===== src/verilog/gtp_consts.svh =====
// register map, field positions, reset values and timing counts of the time-event pin controller
`ifndef GTP_CONSTS_SVH
`define GTP_CONSTS_SVH
`define GTP_OFS_DATA 8'h00
`define GTP_OFS_DIR 8'h04
`define GTP_OFS_BUF 8'h08
`define GTP_OFS_IPOL 8'h0C
`define GTP_OFS_TCFG 8'h10
`define GTP_OFS_IRQ 8'h14
`define GTP_OFS_TIRQ 8'h18
`define GTP_OFS_CAP8_LO 8'h1C
`define GTP_OFS_CAP8_HI 8'h20
`define GTP_OFS_CAP9_LO 8'h24
`define GTP_OFS_CAP9_HI 8'h28
`define GTP_OFS_TGT_LO 8'h2C
`define GTP_OFS_TGT_HI 8'h30
`define GTP_OFS_IND 8'h34
`define GTP_TCFG_OE_LSB 0
`define GTP_TCFG_CLR_LSB 2
`define GTP_TCFG_EPOL_LSB 4
`define GTP_TCFG_MODE_LSB 8
`define GTP_EN_LSB 16
`define GTP_TIRQ_TIMER 0
`define GTP_TIRQ_CAP_LSB 1
`define GTP_RST_PINS 12'h000
`define GTP_RST_TIME 64'h0000_0000_0000_0000
`define GTP_CLK_MHZ 200
`define GTP_FILT_NS 40
`define GTP_FILT_CYC ((`GTP_FILT_NS * `GTP_CLK_MHZ) / 1000)
`define GTP_PULSE_NS 100
`define GTP_PULSE_CYC ((`GTP_PULSE_NS * `GTP_CLK_MHZ) / 1000)
`endif


===== src/verilog/gtp_pkg.sv =====
// types shared by the time-event pin controller
package gtp_pkg;
    typedef logic [11:0] gtp_pins_t;
    typedef enum logic [1:0] {
        GTP_EV_PULSE = 2'h0,
        GTP_EV_TOGGLE = 2'h1,
        GTP_EV_FOLLOW = 2'h2,
        GTP_EV_SPARE = 2'h3
    } gtp_evmode_t;
endpackage : gtp_pkg


===== src/verilog/gtp_ctrl.sv =====
// twelve-pin general io controller with time-event pins, APB register slave
`include "gtp_consts.svh"

module gtp_ctrl
    import gtp_pkg::*;
(
    input wire logic pclk,
    input wire logic presetn,
    input wire logic psel,
    input wire logic penable,
    input wire logic pwrite,
    input wire logic [7:0] paddr,
    input wire logic [31:0] pwdata,
    output logic [31:0] prdata,
    output logic pready,
    output logic pslverr,
    input wire logic [11:0] pin_i,
    output logic [11:0] pin_o,
    output logic [11:0] pin_oe,
    input wire logic [63:0] time_now,
    input wire logic [7:0] indicator_enable_straps,
    input wire logic [3:0] first_port_indicators,
    input wire logic [3:0] second_port_indicators,
    output logic pin_irq,
    output logic time_irq
);

    localparam logic [4:0] FILT_CYC = 5'(`GTP_FILT_CYC);
    localparam logic [4:0] PULSE_CYC = 5'(`GTP_PULSE_CYC);

    function automatic logic hit(input logic [7:0] a, input logic [7:0] ofs);
        return a == ofs;
    endfunction : hit

    function automatic logic mapped(input logic [7:0] a);
        return a[1:0] == 2'h0 && a <= `GTP_OFS_IND;
    endfunction : mapped

    gtp_pins_t pin_s_r;
    gtp_pins_t pin_data_bits;
    gtp_pins_t pin_direction_bits;
    gtp_pins_t pin_buffer_type_bits;
    gtp_pins_t pin_irq_polarity_bits;
    gtp_pins_t ists_r;
    gtp_pins_t ists_nxt;
    gtp_pins_t ien_r;
    gtp_pins_t lvl_set;
    gtp_pins_t drv_val;
    gtp_pins_t drv_en;
    logic [1:0] toe_r;
    logic [1:0] tclr_r;
    logic [1:0] epol_r;
    gtp_evmode_t emode_r [2];
    logic [2:0] tsts_r;
    logic [2:0] tsts_nxt;
    logic [2:0] ten_r;
    logic [63:0] cap_r [2];
    logic [63:0] tgt_r;
    logic match_d_r;
    logic tgt_hit;
    logic [7:0] indicator_enable_bits;
    logic strap_done_r;
    logic [1:0] pin_ev;
    logic [1:0] ev_act_r;
    logic [1:0] ev_lvl;
    logic [7:0] ind_n;
    logic [31:0] rd_nxt;
    logic [31:0] prdata_r;
    logic wr;
    logic setup;
    logic event_polarity_pin_eight;
    logic event_polarity_pin_nine;
    logic capture_irq_pin_eight;
    logic capture_irq_pin_nine;
    logic smp_ok;

    // zero wait states: every access completes in its first access cycle
    assign pready = 1'b1;
    assign pslverr = psel & penable & ~mapped(paddr);
    assign prdata = prdata_r;
    assign wr = psel & penable & pwrite & mapped(paddr);
    assign setup = psel & ~penable;

    assign event_polarity_pin_eight = epol_r[0];
    assign event_polarity_pin_nine = epol_r[1];
    assign capture_irq_pin_eight = tsts_r[`GTP_TIRQ_CAP_LSB];
    assign capture_irq_pin_nine = tsts_r[`GTP_TIRQ_CAP_LSB + 1];
    assign ind_n = {second_port_indicators, first_port_indicators};
    // first real pin sample lands on the strap capture edge
    assign smp_ok = strap_done_r;

    // pins are synchronous to pclk, one sampling stage
    always_ff @(posedge pclk or negedge presetn) begin
        if (!presetn) begin
            pin_s_r <= `GTP_RST_PINS;
        end else begin
            pin_s_r <= pin_i;
        end
    end

    // plain configuration registers
    always_ff @(posedge pclk or negedge presetn) begin
        if (!presetn) begin
            pin_data_bits <= `GTP_RST_PINS;
            pin_direction_bits <= `GTP_RST_PINS;
            pin_buffer_type_bits <= `GTP_RST_PINS;
            pin_irq_polarity_bits <= `GTP_RST_PINS;
            ien_r <= `GTP_RST_PINS;
            toe_r <= 2'h0;
            tclr_r <= 2'h0;
            epol_r <= 2'h0;
            emode_r[0] <= GTP_EV_PULSE;
            emode_r[1] <= GTP_EV_PULSE;
            ten_r <= 3'h0;
        end else if (wr) begin
            if (hit(paddr, `GTP_OFS_DATA)) begin
                pin_data_bits <= pwdata[11:0];
            end
            if (hit(paddr, `GTP_OFS_DIR)) begin
                pin_direction_bits <= pwdata[11:0];
            end
            if (hit(paddr, `GTP_OFS_BUF)) begin
                pin_buffer_type_bits <= pwdata[11:0];
            end
            if (hit(paddr, `GTP_OFS_IPOL)) begin
                pin_irq_polarity_bits <= pwdata[11:0];
            end
            if (hit(paddr, `GTP_OFS_IRQ)) begin
                ien_r <= pwdata[`GTP_EN_LSB +: 12];
            end
            if (hit(paddr, `GTP_OFS_TIRQ)) begin
                ten_r <= pwdata[`GTP_EN_LSB +: 3];
            end
            if (hit(paddr, `GTP_OFS_TCFG)) begin
                toe_r <= pwdata[`GTP_TCFG_OE_LSB +: 2];
                tclr_r <= pwdata[`GTP_TCFG_CLR_LSB +: 2];
                epol_r <= pwdata[`GTP_TCFG_EPOL_LSB +: 2];
                emode_r[0] <= gtp_evmode_t'(pwdata[`GTP_TCFG_MODE_LSB +: 2]);
                emode_r[1] <= gtp_evmode_t'(pwdata[`GTP_TCFG_MODE_LSB + 2 +: 2]);
            end
        end
    end

    // indicator mode: straps caught on the first edge after reset release
    always_ff @(posedge pclk or negedge presetn) begin
        if (!presetn) begin
            indicator_enable_bits <= 8'h00;
            strap_done_r <= 1'b0;
        end else if (!strap_done_r) begin
            indicator_enable_bits <= indicator_enable_straps;
            strap_done_r <= 1'b1;
        end else if (wr && hit(paddr, `GTP_OFS_IND)) begin
            indicator_enable_bits <= pwdata[7:0];
        end
    end

    // compare on the rising edge of equality so a held time value fires once
    assign tgt_hit = (time_now == tgt_r) & ~match_d_r;

    always_ff @(posedge pclk or negedge presetn) begin
        if (!presetn) begin
            tgt_r <= `GTP_RST_TIME;
            match_d_r <= 1'b0;
        end else begin
            match_d_r <= time_now == tgt_r;
            if (wr && hit(paddr, `GTP_OFS_TGT_LO)) begin
                tgt_r[31:0] <= pwdata;
            end
            if (wr && hit(paddr, `GTP_OFS_TGT_HI)) begin
                tgt_r[63:32] <= pwdata;
            end
        end
    end

    // per time pin: input filter, capture and event output
    for (genvar g = 0; g < 2; g++) begin : g_tpin
        localparam int P = 8 + g;
        logic [4:0] filt_r;
        logic [4:0] pcnt_r;
        logic is_in;
        logic act;

        assign is_in = ~(pin_direction_bits[P] | toe_r[g]);
        // active level of a time input follows the pin's interrupt polarity
        assign act = smp_ok & (pin_s_r[P] == pin_irq_polarity_bits[P]);
        // fires once, on the sample after 40 ns of steady activity
        assign pin_ev[g] = is_in & act & (filt_r == FILT_CYC);

        always_ff @(posedge pclk or negedge presetn) begin
            if (!presetn) begin
                filt_r <= 5'h00;
            end else if (!is_in || !act) begin
                filt_r <= 5'h00;
            end else if (filt_r <= FILT_CYC) begin
                filt_r <= filt_r + 5'h01;
            end
        end

        always_ff @(posedge pclk or negedge presetn) begin
            if (!presetn) begin
                cap_r[g] <= `GTP_RST_TIME;
            end else if (pin_ev[g]) begin
                cap_r[g] <= time_now;
            end
        end

        always_ff @(posedge pclk or negedge presetn) begin
            if (!presetn) begin
                ev_act_r[g] <= 1'b0;
                pcnt_r <= 5'h00;
            end else if (tgt_hit) begin
                unique case (emode_r[g])
                    GTP_EV_TOGGLE: begin
                        ev_act_r[g] <= ~ev_act_r[g];
                    end
                    GTP_EV_FOLLOW: begin
                        ev_act_r[g] <= 1'b0;
                    end
                    GTP_EV_PULSE, GTP_EV_SPARE: begin
                        ev_act_r[g] <= 1'b1;
                        pcnt_r <= PULSE_CYC - 5'h01;
                    end
                endcase
            end else if (emode_r[g] != GTP_EV_TOGGLE && ev_act_r[g]) begin
                // pulse ends after exactly 100 ns
                if (pcnt_r == 5'h00) begin
                    ev_act_r[g] <= 1'b0;
                end else begin
                    pcnt_r <= pcnt_r - 5'h01;
                end
            end
        end

        logic act_now;
        assign act_now = (emode_r[g] == GTP_EV_FOLLOW) ? tsts_r[`GTP_TIRQ_TIMER] : ev_act_r[g];
        assign ev_lvl[g] = epol_r[g] ? act_now : ~act_now;
    end

    // pin interrupt status: level set, write-one clear, set wins
    // the sampler's reset value is not a pin level: without this gate every
    // low-polarity pin would latch a false status on the first edge after reset
    assign lvl_set = ~(pin_s_r ^ pin_irq_polarity_bits) & ~{4'h0, indicator_enable_bits}
        & {12{smp_ok}};

    always_comb begin
        ists_nxt = ists_r;
        if (wr && hit(paddr, `GTP_OFS_IRQ)) begin
            ists_nxt = ists_nxt & ~pwdata[11:0];
        end
        ists_nxt = ists_nxt | lvl_set;
        ists_nxt[9:8] = ists_nxt[9:8] | pin_ev;
    end

    always_ff @(posedge pclk or negedge presetn) begin
        if (!presetn) begin
            ists_r <= `GTP_RST_PINS;
        end else begin
            ists_r <= ists_nxt;
        end
    end

    // time unit status: bit 0 target compare, bits 2:1 captures of pins 8, 9
    always_comb begin
        tsts_nxt = tsts_r;
        if (wr && hit(paddr, `GTP_OFS_TIRQ)) begin
            tsts_nxt = tsts_nxt & ~pwdata[2:0];
        end
        if (|(pin_ev & tclr_r)) begin
            tsts_nxt[`GTP_TIRQ_TIMER] = 1'b0;
        end
        if (tgt_hit) begin
            tsts_nxt[`GTP_TIRQ_TIMER] = 1'b1;
        end
        tsts_nxt[`GTP_TIRQ_CAP_LSB +: 2] = tsts_nxt[`GTP_TIRQ_CAP_LSB +: 2] | pin_ev;
    end

    always_ff @(posedge pclk or negedge presetn) begin
        if (!presetn) begin
            tsts_r <= 3'h0;
        end else begin
            tsts_r <= tsts_nxt;
        end
    end

    always_ff @(posedge pclk or negedge presetn) begin
        if (!presetn) begin
            pin_irq <= 1'b0;
            time_irq <= 1'b0;
        end else begin
            pin_irq <= |(ists_r & ien_r);
            time_irq <= |(tsts_r & ten_r);
        end
    end

    // pin drivers
    always_comb begin
        drv_val = pin_data_bits;
        drv_en = pin_direction_bits;
        drv_val[9:8] = {toe_r[1] ? ev_lvl[1] : pin_data_bits[9], toe_r[0] ? ev_lvl[0] : pin_data_bits[8]};
        drv_en[9:8] = pin_direction_bits[9:8] | toe_r;
    end

    for (genvar p = 0; p < 12; p++) begin : g_drv
        logic o_nxt;
        logic oe_nxt;
        always_comb begin
            if (p < 8 && indicator_enable_bits[p % 8]) begin
                o_nxt = 1'b0;
                oe_nxt = ~ind_n[p % 8];
            end else if (!drv_en[p]) begin
                o_nxt = 1'b0;
                oe_nxt = 1'b0;
            end else if (pin_buffer_type_bits[p]) begin
                o_nxt = 1'b0;
                oe_nxt = ~drv_val[p];
            end else begin
                o_nxt = drv_val[p];
                oe_nxt = 1'b1;
            end
        end
        always_ff @(posedge pclk or negedge presetn) begin
            if (!presetn) begin
                pin_o[p] <= 1'b0;
                pin_oe[p] <= 1'b0;
            end else begin
                pin_o[p] <= o_nxt;
                pin_oe[p] <= oe_nxt;
            end
        end
    end

    // read mux, loaded in the setup cycle
    always_comb begin
        rd_nxt = 32'h0000_0000;
        unique case (paddr)
            `GTP_OFS_DATA: rd_nxt[11:0] = (drv_en & pin_data_bits) | (~drv_en & pin_s_r);
            `GTP_OFS_DIR: rd_nxt[11:0] = pin_direction_bits;
            `GTP_OFS_BUF: rd_nxt[11:0] = pin_buffer_type_bits;
            `GTP_OFS_IPOL: rd_nxt[11:0] = pin_irq_polarity_bits;
            `GTP_OFS_TCFG: begin
                rd_nxt[`GTP_TCFG_OE_LSB +: 2] = toe_r;
                rd_nxt[`GTP_TCFG_CLR_LSB +: 2] = tclr_r;
                rd_nxt[`GTP_TCFG_EPOL_LSB +: 2] = {event_polarity_pin_nine, event_polarity_pin_eight};
                rd_nxt[`GTP_TCFG_MODE_LSB +: 4] = {emode_r[1], emode_r[0]};
            end
            `GTP_OFS_IRQ: begin
                rd_nxt[11:0] = ists_r;
                rd_nxt[`GTP_EN_LSB +: 12] = ien_r;
            end
            `GTP_OFS_TIRQ: begin
                rd_nxt[2:0] = {capture_irq_pin_nine, capture_irq_pin_eight, tsts_r[`GTP_TIRQ_TIMER]};
                rd_nxt[`GTP_EN_LSB +: 3] = ten_r;
            end
            `GTP_OFS_CAP8_LO: rd_nxt = cap_r[0][31:0];
            `GTP_OFS_CAP8_HI: rd_nxt = cap_r[0][63:32];
            `GTP_OFS_CAP9_LO: rd_nxt = cap_r[1][31:0];
            `GTP_OFS_CAP9_HI: rd_nxt = cap_r[1][63:32];
            `GTP_OFS_TGT_LO: rd_nxt = tgt_r[31:0];
            `GTP_OFS_TGT_HI: rd_nxt = tgt_r[63:32];
            `GTP_OFS_IND: rd_nxt[7:0] = indicator_enable_bits;
            default: rd_nxt = 32'h0000_0000;
        endcase
    end

    always_ff @(posedge pclk or negedge presetn) begin
        if (!presetn) begin
            prdata_r <= 32'h0000_0000;
        end else if (setup && !pwrite) begin
            prdata_r <= rd_nxt;
        end
    end

endmodule : gtp_ctrl


===== config.mk =====
export PLATFORM = sky130hd
export DESIGN_NAME = gtp_ctrl
export DESIGN_NICKNAME = d
export VERILOG_FILES = /design/src/verilog/gtp_pkg.sv /design/src/verilog/gtp_ctrl.sv
export VERILOG_INCLUDE_DIRS = /design/src /design/src/verilog
export SDC_FILE = /design/constraint.sdc
export NUM_CORES = 1
export LEC_CHECK = 0
export BUFFER_PORTS_ARGS = -buffer_cell sky130_fd_sc_hd__buf_2
export CAP_MARGIN = 25
export CORE_ASPECT_RATIO = 1.5
export CORE_MARGIN = 5
export CORE_UTILIZATION = 45
export DETAILED_ROUTE_END_ITERATION = 8
export HOLD_SLACK_MARGIN = 0.02
export REMOVE_ABC_BUFFERS = 1
export SLEW_MARGIN = 20
export SYNTH_ARGS = -nofsm -noshare
export SYNTH_HDL_FRONTEND = slang
export SYNTH_SLANG_ARGS = --single-unit

===== constraint.sdc =====
create_clock -name pclk -period 4.52 [get_ports pclk]
set_input_delay 0.226 -clock pclk [delete_from_list [all_inputs] [get_ports pclk]]
set_output_delay 0.226 -clock pclk [all_outputs]
set_load 0.005 [all_outputs]

* Word-level counts from Yosys, hierarchy flattened
Cells that the tools add are included.
** Storage, ports and cells
- Output and inout port bits :: 60
- Bits of input ports :: 137
- Logic and storage cells :: 303
- Bits in registers :: 382
** Operators by class
- Multiplexer cells :: 104
- Bitwise logic cells :: 63
- Equal/unequal tests :: 31
- Reductions and logical operators :: 43
- $add $sub $neg :: 4
- Order comparisons :: 3
** Operator list (number)
- 2-to-1 mux 1 bit :: 78
- bitwise AND 12 bit :: 6
- == test 64 bit :: 1
- one-hot mux 9 bit (7 select lines) :: 1
- 2-to-1 mux 5 bit :: 12
- == test 8 x 6 -> 1 bit, second input constant :: 6
- one-hot mux 4 bit (12 select lines) :: 1
- one-hot mux 4 bit (6 select lines) :: 2
- one-hot mux 3 bit (14 select lines) :: 1
- one-hot mux 3 bit (13 select lines) :: 1
- NOT 12 bit :: 3
- == test 8 x 5 -> 1 bit, second input constant :: 4
- NOT 1 bit :: 29
- bitwise OR 12 bit :: 2
- one-hot mux 2 bit (12 select lines) :: 1
- one-hot mux 3 bit (8 select lines) :: 1
- AND reduction 2 bit :: 9
- == test 8 x 4 -> 1 bit, second input constant :: 2
- 2-to-1 mux 8 bit :: 2
- bitwise AND 1 bit :: 12
- 2-to-1 mux 12 bit :: 1
- NOT 8 -> 12 bit :: 1
- nonzero test 2 bit :: 6
- OR reduction 12 bit :: 1
- other kinds (29) :: 65

* Longest topological paths before layout
Gate-level depths: netlist (run 1).
- Depth in word-level cells :: 8
- Gate-level depth with buffers :: 10
- Gate-level depth less buffers :: 8

* Worst setup path before layout (run 1)
No wires, ideal clock.
- Path type :: input -> register
- Start point :: input paddr[7]
- End point :: register pin_direction_bits[10]
- Library setup time :: 0.125 ns
- Setup slack :: 2.361 ns
- Stages :: 6
- Path buffers :: 1
- Arrival :: 2.034 ns
- Cell sequence :: or4_1 a31oi_1 nand4_4 nor3_4 buf_4 mux2_2
** On the way
- Longest elaborated chain between the ends :: 4
- Elaborated cells on any way between the ends :: 5
- Those cells by class :: order compare (1); eq/ne (1); bitwise (1); reduce/logical (2)
** RTL lines
- from (decl) :: RTL line gtp_ctrl.sv:12 : input wire logic [7:0] paddr,
- <= comparator 8 x 6 -> 1 bit (no line)
- logical AND 1 bit (no line)
- bitwise AND 1 bit :: RTL line gtp_ctrl.sv:81 : assign wr = psel & penable & pwrite & mapped(paddr);
- AND reduction 2 bit (no line) (*)
- to (signal assigned) :: RTL line gtp_ctrl.sv:105 : pin_direction_bits <= `GTP_RST_PINS;
- to (signal assigned) :: RTL line gtp_ctrl.sv:120 : pin_direction_bits <= pwdata[11:0];
- to (decl) :: RTL line gtp_ctrl.sv:41 : gtp_pins_t pin_direction_bits;
Every way passes the cells marked *; elsewhere a longest branch is shown, timed or not.
A chain may end at the register's enable or synchronous reset.

* Worst setup path in the final report (run 1)
- Start point :: register toe_r[0]
- End point :: register tsts_r[0]
** On the way
- Longest elaborated chain between the ends :: 8
- Elaborated cells on any way between the ends :: 9
- Those cells by class :: mux (2); bitwise (5); reduce/logical (2)
** RTL lines
- from (decl) :: RTL line gtp_ctrl.sv:50 : logic [1:0] toe_r;
- from (signal assigned) :: RTL line gtp_ctrl.sv:135 : toe_r <= pwdata[`GTP_TCFG_OE_LSB +: 2];
- bitwise OR 1 bit (*) :: RTL line gtp_ctrl.sv:183 : assign is_in = ~(pin_direction_bits[P] | toe_r[g]);
- NOT 1 bit (*) :: RTL line gtp_ctrl.sv:183
- bitwise AND 1 bit (*) (2 in series) :: RTL line gtp_ctrl.sv:187 : assign pin_ev[g] = is_in & act & (filt_r == FILT_CYC);
- bitwise AND 2 bit (*) :: RTL line gtp_ctrl.sv:268 : if (|(pin_ev & tclr_r)) begin
- OR reduction 2 bit (*) :: RTL line gtp_ctrl.sv:268
- 2-to-1 mux 1 bit :: RTL line gtp_ctrl.sv:268
- 2-to-1 mux 1 bit :: RTL line gtp_ctrl.sv:271 : if (tgt_hit) begin
- to (signal assigned) :: RTL line gtp_ctrl.sv:281 : tsts_r <= tsts_nxt;
- to (decl) :: RTL line gtp_ctrl.sv:54 : logic [2:0] tsts_r;
Marks and branches as above.

==> impl_metrics.env, run 1 <==
export IMPL_cts_buffers=38
export IMPL_via_per_inst=5.72
export IMPL_grt_usage_pct=27.3
export IMPL_insertion_delay_ps=540
export IMPL_p_total_w=0.00745
export IMPL_die_h_um=251
export IMPL_synth_top_area_share_pct=55.0
export IMPL_status="finished clean"
export IMPL_setup_viol=0
export IMPL_worstPathCellList="nor2_1 -> nand3_1 -> or4b_2 -> inv_2 -> buf_12 -> a222oi_1 -> a21o_1"
export IMPL_row_count=88
export IMPL_yosys_area_top_type="dfrtp_1"
export IMPL_grt_max_degree=120
export IMPL_fin_cells=2474
export IMPL_overflow=0
export IMPL_core_area_um2=38300
export IMPL_synth_edf_count=0
export IMPL_clock_skew_final_ps=16.2
export IMPL_layout_common_cells="485 x nand2_1, 382 x dfrtp_1, 194 x buf_2"
export IMPL_grtUsageMet1_pct=33.9
export IMPL_netlist_area_um2=17400
export IMPL_yosysWarnings=0
export IMPL_fillCellCount=3402
export IMPL_clock_tree_root_cell="clkbuf_16"
export IMPL_ys_ff_latch=382
export IMPL_die_area_um2=42700
export IMPL_synth_async_reset_ratio_pct=100
export IMPL_route_detailed_drc=0
export IMPL_slowest_stage="or4b_2"
export IMPL_vias=14100
export IMPL_maxSlewViolCount=0
export IMPL_synth_ff_type="dfrtp_1"
export IMPL_finalSetupTns_ps=0
export IMPL_worstHoldStart="pwdata[8]"
export IMPL_relSlewSlack_pct=25.4
export IMPL_synth_cell_types=61
export IMPL_seq_area_um2=9560
export IMPL_cp_end_kind="flip-flop"
export IMPL_max_freq_mhz=337
export IMPL_cts_resized=0
export IMPL_tightest_slew_ps=1120
export IMPL_grt_pass1_wl_um=89300
export IMPL_grt_pass1_vias=14700
export IMPL_power_density_nw_per_um2=350
export IMPL_start_util_pct=45.4
export IMPL_maxCapViolCount=0
export IMPL_max_clock_path_buffers=3
export IMPL_cts_tree="done"
export IMPL_cts_clk_slew_worst_paths_ps=60
export IMPL_irDropWorstVdd_v=0.000293
export IMPL_drive_above_1_share_pct=22.0
export IMPL_rsz0062_at_grt="false"
export IMPL_dr_pass1_iters=6
export IMPL_post_route_period_util_pct=65.7
export IMPL_dp_cells=2297
export IMPL_syn_area_per_cell_um2=10.4
export IMPL_nets=2106
export IMPL_hold_depth=3
export IMPL_grt_antenna_before_repair=0
export IMPL_wl_um=58400
export IMPL_syn_inst=1666
export IMPL_critPathMaxFanout=50
export IMPL_hold_viol=0
export IMPL_crit_path_start_kind="flip-flop"
export IMPL_reg2reg_to="tsts_r[0]$_DFFE_PN0P_"
export IMPL_wl_per_cell_um=23.6
export IMPL_place_gp_congestion=0.886
export IMPL_n_antenna_cell=0
export IMPL_grt_busiest_layer="met2"
export IMPL_p_leak_nw=9.81
export IMPL_use_met3_pct=3.55
export IMPL_syn2layout_area_growth_pct=22.5
export IMPL_required_ps=4950
export IMPL_hold_path_class="input pin to flip-flop"
export IMPL_r2r_slack_ps=1550
export IMPL_postRouteAntennaNets=0
export IMPL_htree_num_levels=2
export IMPL_utilization_pct=55.6
export IMPL_multi_input_area_um2=7300
export IMPL_critPathMaxStageDelay_ps=740
export IMPL_clkSinkCount=382
export IMPL_dp_hpwl_um=39000
export IMPL_yosysSeqAreaShare_pct=55.0
export IMPL_final_common_cell="nand2_1"
export IMPL_ios=197
export IMPL_met2_usage_pct=47.9
export IMPL_arrival_ps=3400
export IMPL_drt_initial_drc_count=1272
export IMPL_post_route_min_period_ps=2970
export IMPL_synth_area_leaders="dfrtp_1 55%, nand2_1 10%, mux2_2 8.4%"
export IMPL_reg2reg_depth=7
export IMPL_portBuffers=195
export IMPL_crit_type="flip-flop to flip-flop"
export IMPL_reg2reg_from="toe_r[0]$_DFFE_PN0P_"
export IMPL_holdPathEnd="emode_r[2]$_DFFE_PN0P_"
export IMPL_die_w_um=170
[how the worst max path moves through the flow]
stage               slack, ps            startpoint                     to
finish                   1550  toe_r[0]$_DFFE_PN0P_  tsts_r[0]$_DFFE_PN0P_
global route             1400  toe_r[0]$_DFFE_PN0P_  tsts_r[0]$_DFFE_PN0P_
CTS                      1600  toe_r[0]$_DFFE_PN0P_  tsts_r[0]$_DFFE_PN0P_
detailed placement       1350              paddr[7]  prdata[0]$_DFFE_PN0P_
global placement         1420              paddr[2]  prdata[9]$_DFFE_PN0P_
floorplan                 300              paddr[2]  tgt_r[32]$_DFFE_PN0P_
[cell families after synthesis]
family                     share of synthesized area (%)
and+or+nand+nor                                     16.1
DFF                                                 55.0
AOI/OAI and AO/OA                                   11.0
muxes                                               9.53
buffers and inverters                               3.18
xor gates and xnor gates                            4.38
adders and majority gates                          0.864
other                                             0.0216
[flip-flops by register name, indices dropped and copies added (netlist names), 2 cells and up]
signal                 flops
ev_act_r                   2
pin_data_bits             12
ten_r                      3
tsts_r                     3
indicator_enable_bits      8
tclr_r                     2
pin_oe                    12
pin_direction_bits        12
pin_s_r                   12
cap_r                    128
ien_r                     12
prdata                    32
ists_r                    12
tgt_r                     64
g_tpin.filt_r             10
pin_buffer_type_bits      12
pin_irq_polarity_bits     12
pin_o                     12
toe_r                      2
epol_r                     2
g_tpin.pcnt_r             10
emode_r                    4
[report_power, final]
part	leakage [nW]	total (W)	switching [W]	internal, W
combinational	4.70	0.000618	0.000347	0.000271
sequential	4.49	0.00359	0.0000840	0.00350
clock	0.620	0.00325	0.00134	0.00191
total	9.81	0.00745	0.00177	0.00568
[worst max-delay path: cells and delay by family, from the launching register on]
family	cells	cell delay, ps
simple gates	3	1260
buf+inv	2	690
flops	1	430
compound gates	2	430
[through the flow]
stage                     instance area (µm²)  hold WS (ps)  worst slack [ps]
after floorplan                         17000         -69.6               302
after global placement                  18900           335              1420
after detailed placement                18900           335              1350
after CTS                               21300          24.9              1600
after global routing                    21300          54.2              1400
final                                   21300          50.5              1550
[repair_timing]
item                      CTS  global route
setup buffers               0             0
hold endpoints to repair  326             0
hold buffers              114             0
[cell type report]
class	count	area share, %
clock inverters	9	0.611
multi-input cells	1162	34.3
well taps	495	2.91
repair buffers	340	11.4
inverters	33	0.582
flip-flops and latches	382	44.9
clock buffers	53	5.30
[metal layers]
layer  routed length [µm]  vias to the layer above
met5                    0                        -
met4                 2430                        0
met3                 3260                      135
met2                29900                      508
met1                22800                     7160
li1                     -                     6342
[Yosys cell counts (14+ instances only)]
cell type and count:
a21oi_1 26, a222oi_1 15, a22o_1 14, a22oi_1 98, buf_2 25, buf_4 14
clkbuf_1 48, dfrtp_1 382, inv_1 33, mux2_2 130, mux2i_1 17, nand2_1 486
nand3_1 16, nand4_1 22, nor2_1 41, nor3_1 16, o21ai_0 47, xnor2_1 83
Power figures use the tool's default switching activity.
==> run 2, diff against run 1 <==
- clock period: 4.52 -> 3 ns (I/O delays scaled with it)
==> impl_metrics.env, run 2 (same netlist as run 1, synthesis figures left out) <==
export IMPL_overflow=0
export IMPL_post_route_period_util_pct=83.2
export IMPL_maxCapViolCount=0
export IMPL_max_freq_mhz=401
export IMPL_place_gp_congestion=0.894
export IMPL_power_density_nw_per_um2=521
export IMPL_reg2reg_to="cap_r[117]$_DFFE_PN0P_"
export IMPL_core_area_um2=38300
export IMPL_grt_max_degree=91
export IMPL_cp_endpoint="cap_r[117]$_DFFE_PN0P_"
export IMPL_p_total_w=0.0113
export IMPL_cts_setup_buffers=0
export IMPL_placed_area_um2=19200
export IMPL_clock_tree_root_cell="clkbuf_16"
export IMPL_route_detailed_drc=0
export IMPL_p_leak_nw=10.1
export IMPL_max_clock_path_buffers=3
export IMPL_insertion_delay_ps=540
export IMPL_cts_buffers=40
export IMPL_layout_common_cells="485 x nand2_1, 382 x dfrtp_1, 194 x buf_2"
export IMPL_grt_pass1_vias=14900
export IMPL_reg2reg_depth=7
export IMPL_grt_antenna_before_repair=1
export IMPL_portBuffers=195
export IMPL_via_per_inst=5.69
export IMPL_clkSinkCount=382
export IMPL_fin_cells=2531
export IMPL_tightest_slew_ps=895
export IMPL_n_antenna_cell=0
export IMPL_die_w_um=170
export IMPL_postRouteAntennaNets=0
export IMPL_dr_pass1_iters=5
export IMPL_hold_viol=0
export IMPL_relSlewSlack_pct=39.7
export IMPL_setup_viol=0
export IMPL_die_h_um=251
export IMPL_arrival_ps=2970
export IMPL_irDropWorstVdd_v=0.000379
export IMPL_drt_initial_drc_count=1135
export IMPL_crit_start="toe_r[0]$_DFFE_PN0P_"
export IMPL_largest_reg_flops=128
export IMPL_wl_um=58500
export IMPL_grt_pass1_wl_um=89600
export IMPL_crit_type="flip-flop to flip-flop"
export IMPL_dp_hpwl_um=40400
export IMPL_final_common_cell="nand2_1"
export IMPL_ios=197
export IMPL_largest_register="cap_r"
export IMPL_reg2reg_from="toe_r[0]$_DFFE_PN0P_"
export IMPL_nets=2155
export IMPL_rsz0062_at_grt="false"
export IMPL_cts_tree="done"
export IMPL_crit_path_start_kind="flip-flop"
export IMPL_wl_per_cell_um=23.1
export IMPL_clock_skew_final_ps=16.2
export IMPL_grt_usage_pct=27.4
export IMPL_start_util_pct=45.4
export IMPL_status="finished clean"
export IMPL_maxSlewViolCount=0
export IMPL_htree_num_levels=2
export IMPL_syn2layout_area_growth_pct=25.1
export IMPL_row_count=88
export IMPL_die_area_um2=42700
export IMPL_fin_area_um2=21700
export IMPL_hold_path_class="input pin to async pin"
export IMPL_r2r_slack_ps=500
export IMPL_required_ps=3470
export IMPL_cts_clk_slew_worst_paths_ps=60
export IMPL_critPathMaxFanout=25
export IMPL_drive_above_1_share_pct=23.3
export IMPL_dp_cells=2332
export IMPL_post_route_min_period_ps=2500
export IMPL_vias=14400
export IMPL_cp_end_kind="flip-flop"
## run 2: critical path, cell delays in order (launching register included)
cell	delay, ps
dfrtp_1	440
nor2_1	260
nand3_1	250
or4b_2	800
inv_2	140
buf_4	330
nand2_1	110
nand2_1	70
## run 2: how the worst min path moves through the flow
stage	to	slack (ps)	cells past startpoint
after floorplan	cap_r[0]$_DFFE_PN0P_	-150	0
after global placement	cap_r[93]$_DFFE_PN0P_	230	1
after detailed placement	tgt_r[58]$_DFFE_PN0P_	230	1
after CTS	pin_s_r[5]$_DFF_PN0_	240	2
after global routing	pin_s_r[5]$_DFF_PN0_	260	2
final	cap_r[125]$_DFFE_PN0P_	180	2
## run 2: repair_timing
action	4_1_cts	5_1_grt
setup endpoints to repair	0	0
resized for setup	0	0
hold buffers	127	0
endpoints found under the hold margin	368	0
## run 2: where the power goes
| group | internal (W) | total (W) | switching, W |
|---|---|---|---|
| registers | 0.00528 | 0.00539 | 0.000119 |
| logic | 0.000426 | 0.000955 | 0.000529 |
| clock network | 0.00286 | 0.00497 | 0.00211 |
## run 2: stage by stage
| step | setup WS [ps] | utilization, % | hold slack (ps) | setup TNS [ps] |
|---|---|---|---|---|
| 2_1_floorplan | -1140 | - | -146 | -114900 |
| 3_3_place_gp | 440 | 50.0 | 226 | 0 |
| 3_5_place_dp | 431 | 50.0 | 228 | 0 |
| 4_1_cts | 546 | 56.7 | 237 | 0 |
| 5_1_grt | 360 | 56.7 | 259 | 0 |
| 6_report | 504 | 56.7 | 184 | 0 |
## run 2: per-layer routing
layer  track usage (%)  routed length (µm)
met1              34.6               22700
met2              46.6               29400
met3              4.14                3530
met4              11.9                2860
met5                 0                  13
## run 2: layout make-up
type	count	area, µm²
Sequential cell	382	9560
Fill cell	3354	16600
Timing Repair Buffer	387	2830
Clock buffer	55	1150
Tap cell	495	619
Clock inverter	17	155
Inverter	33	124
Multi-Input combinational cell	1162	7300
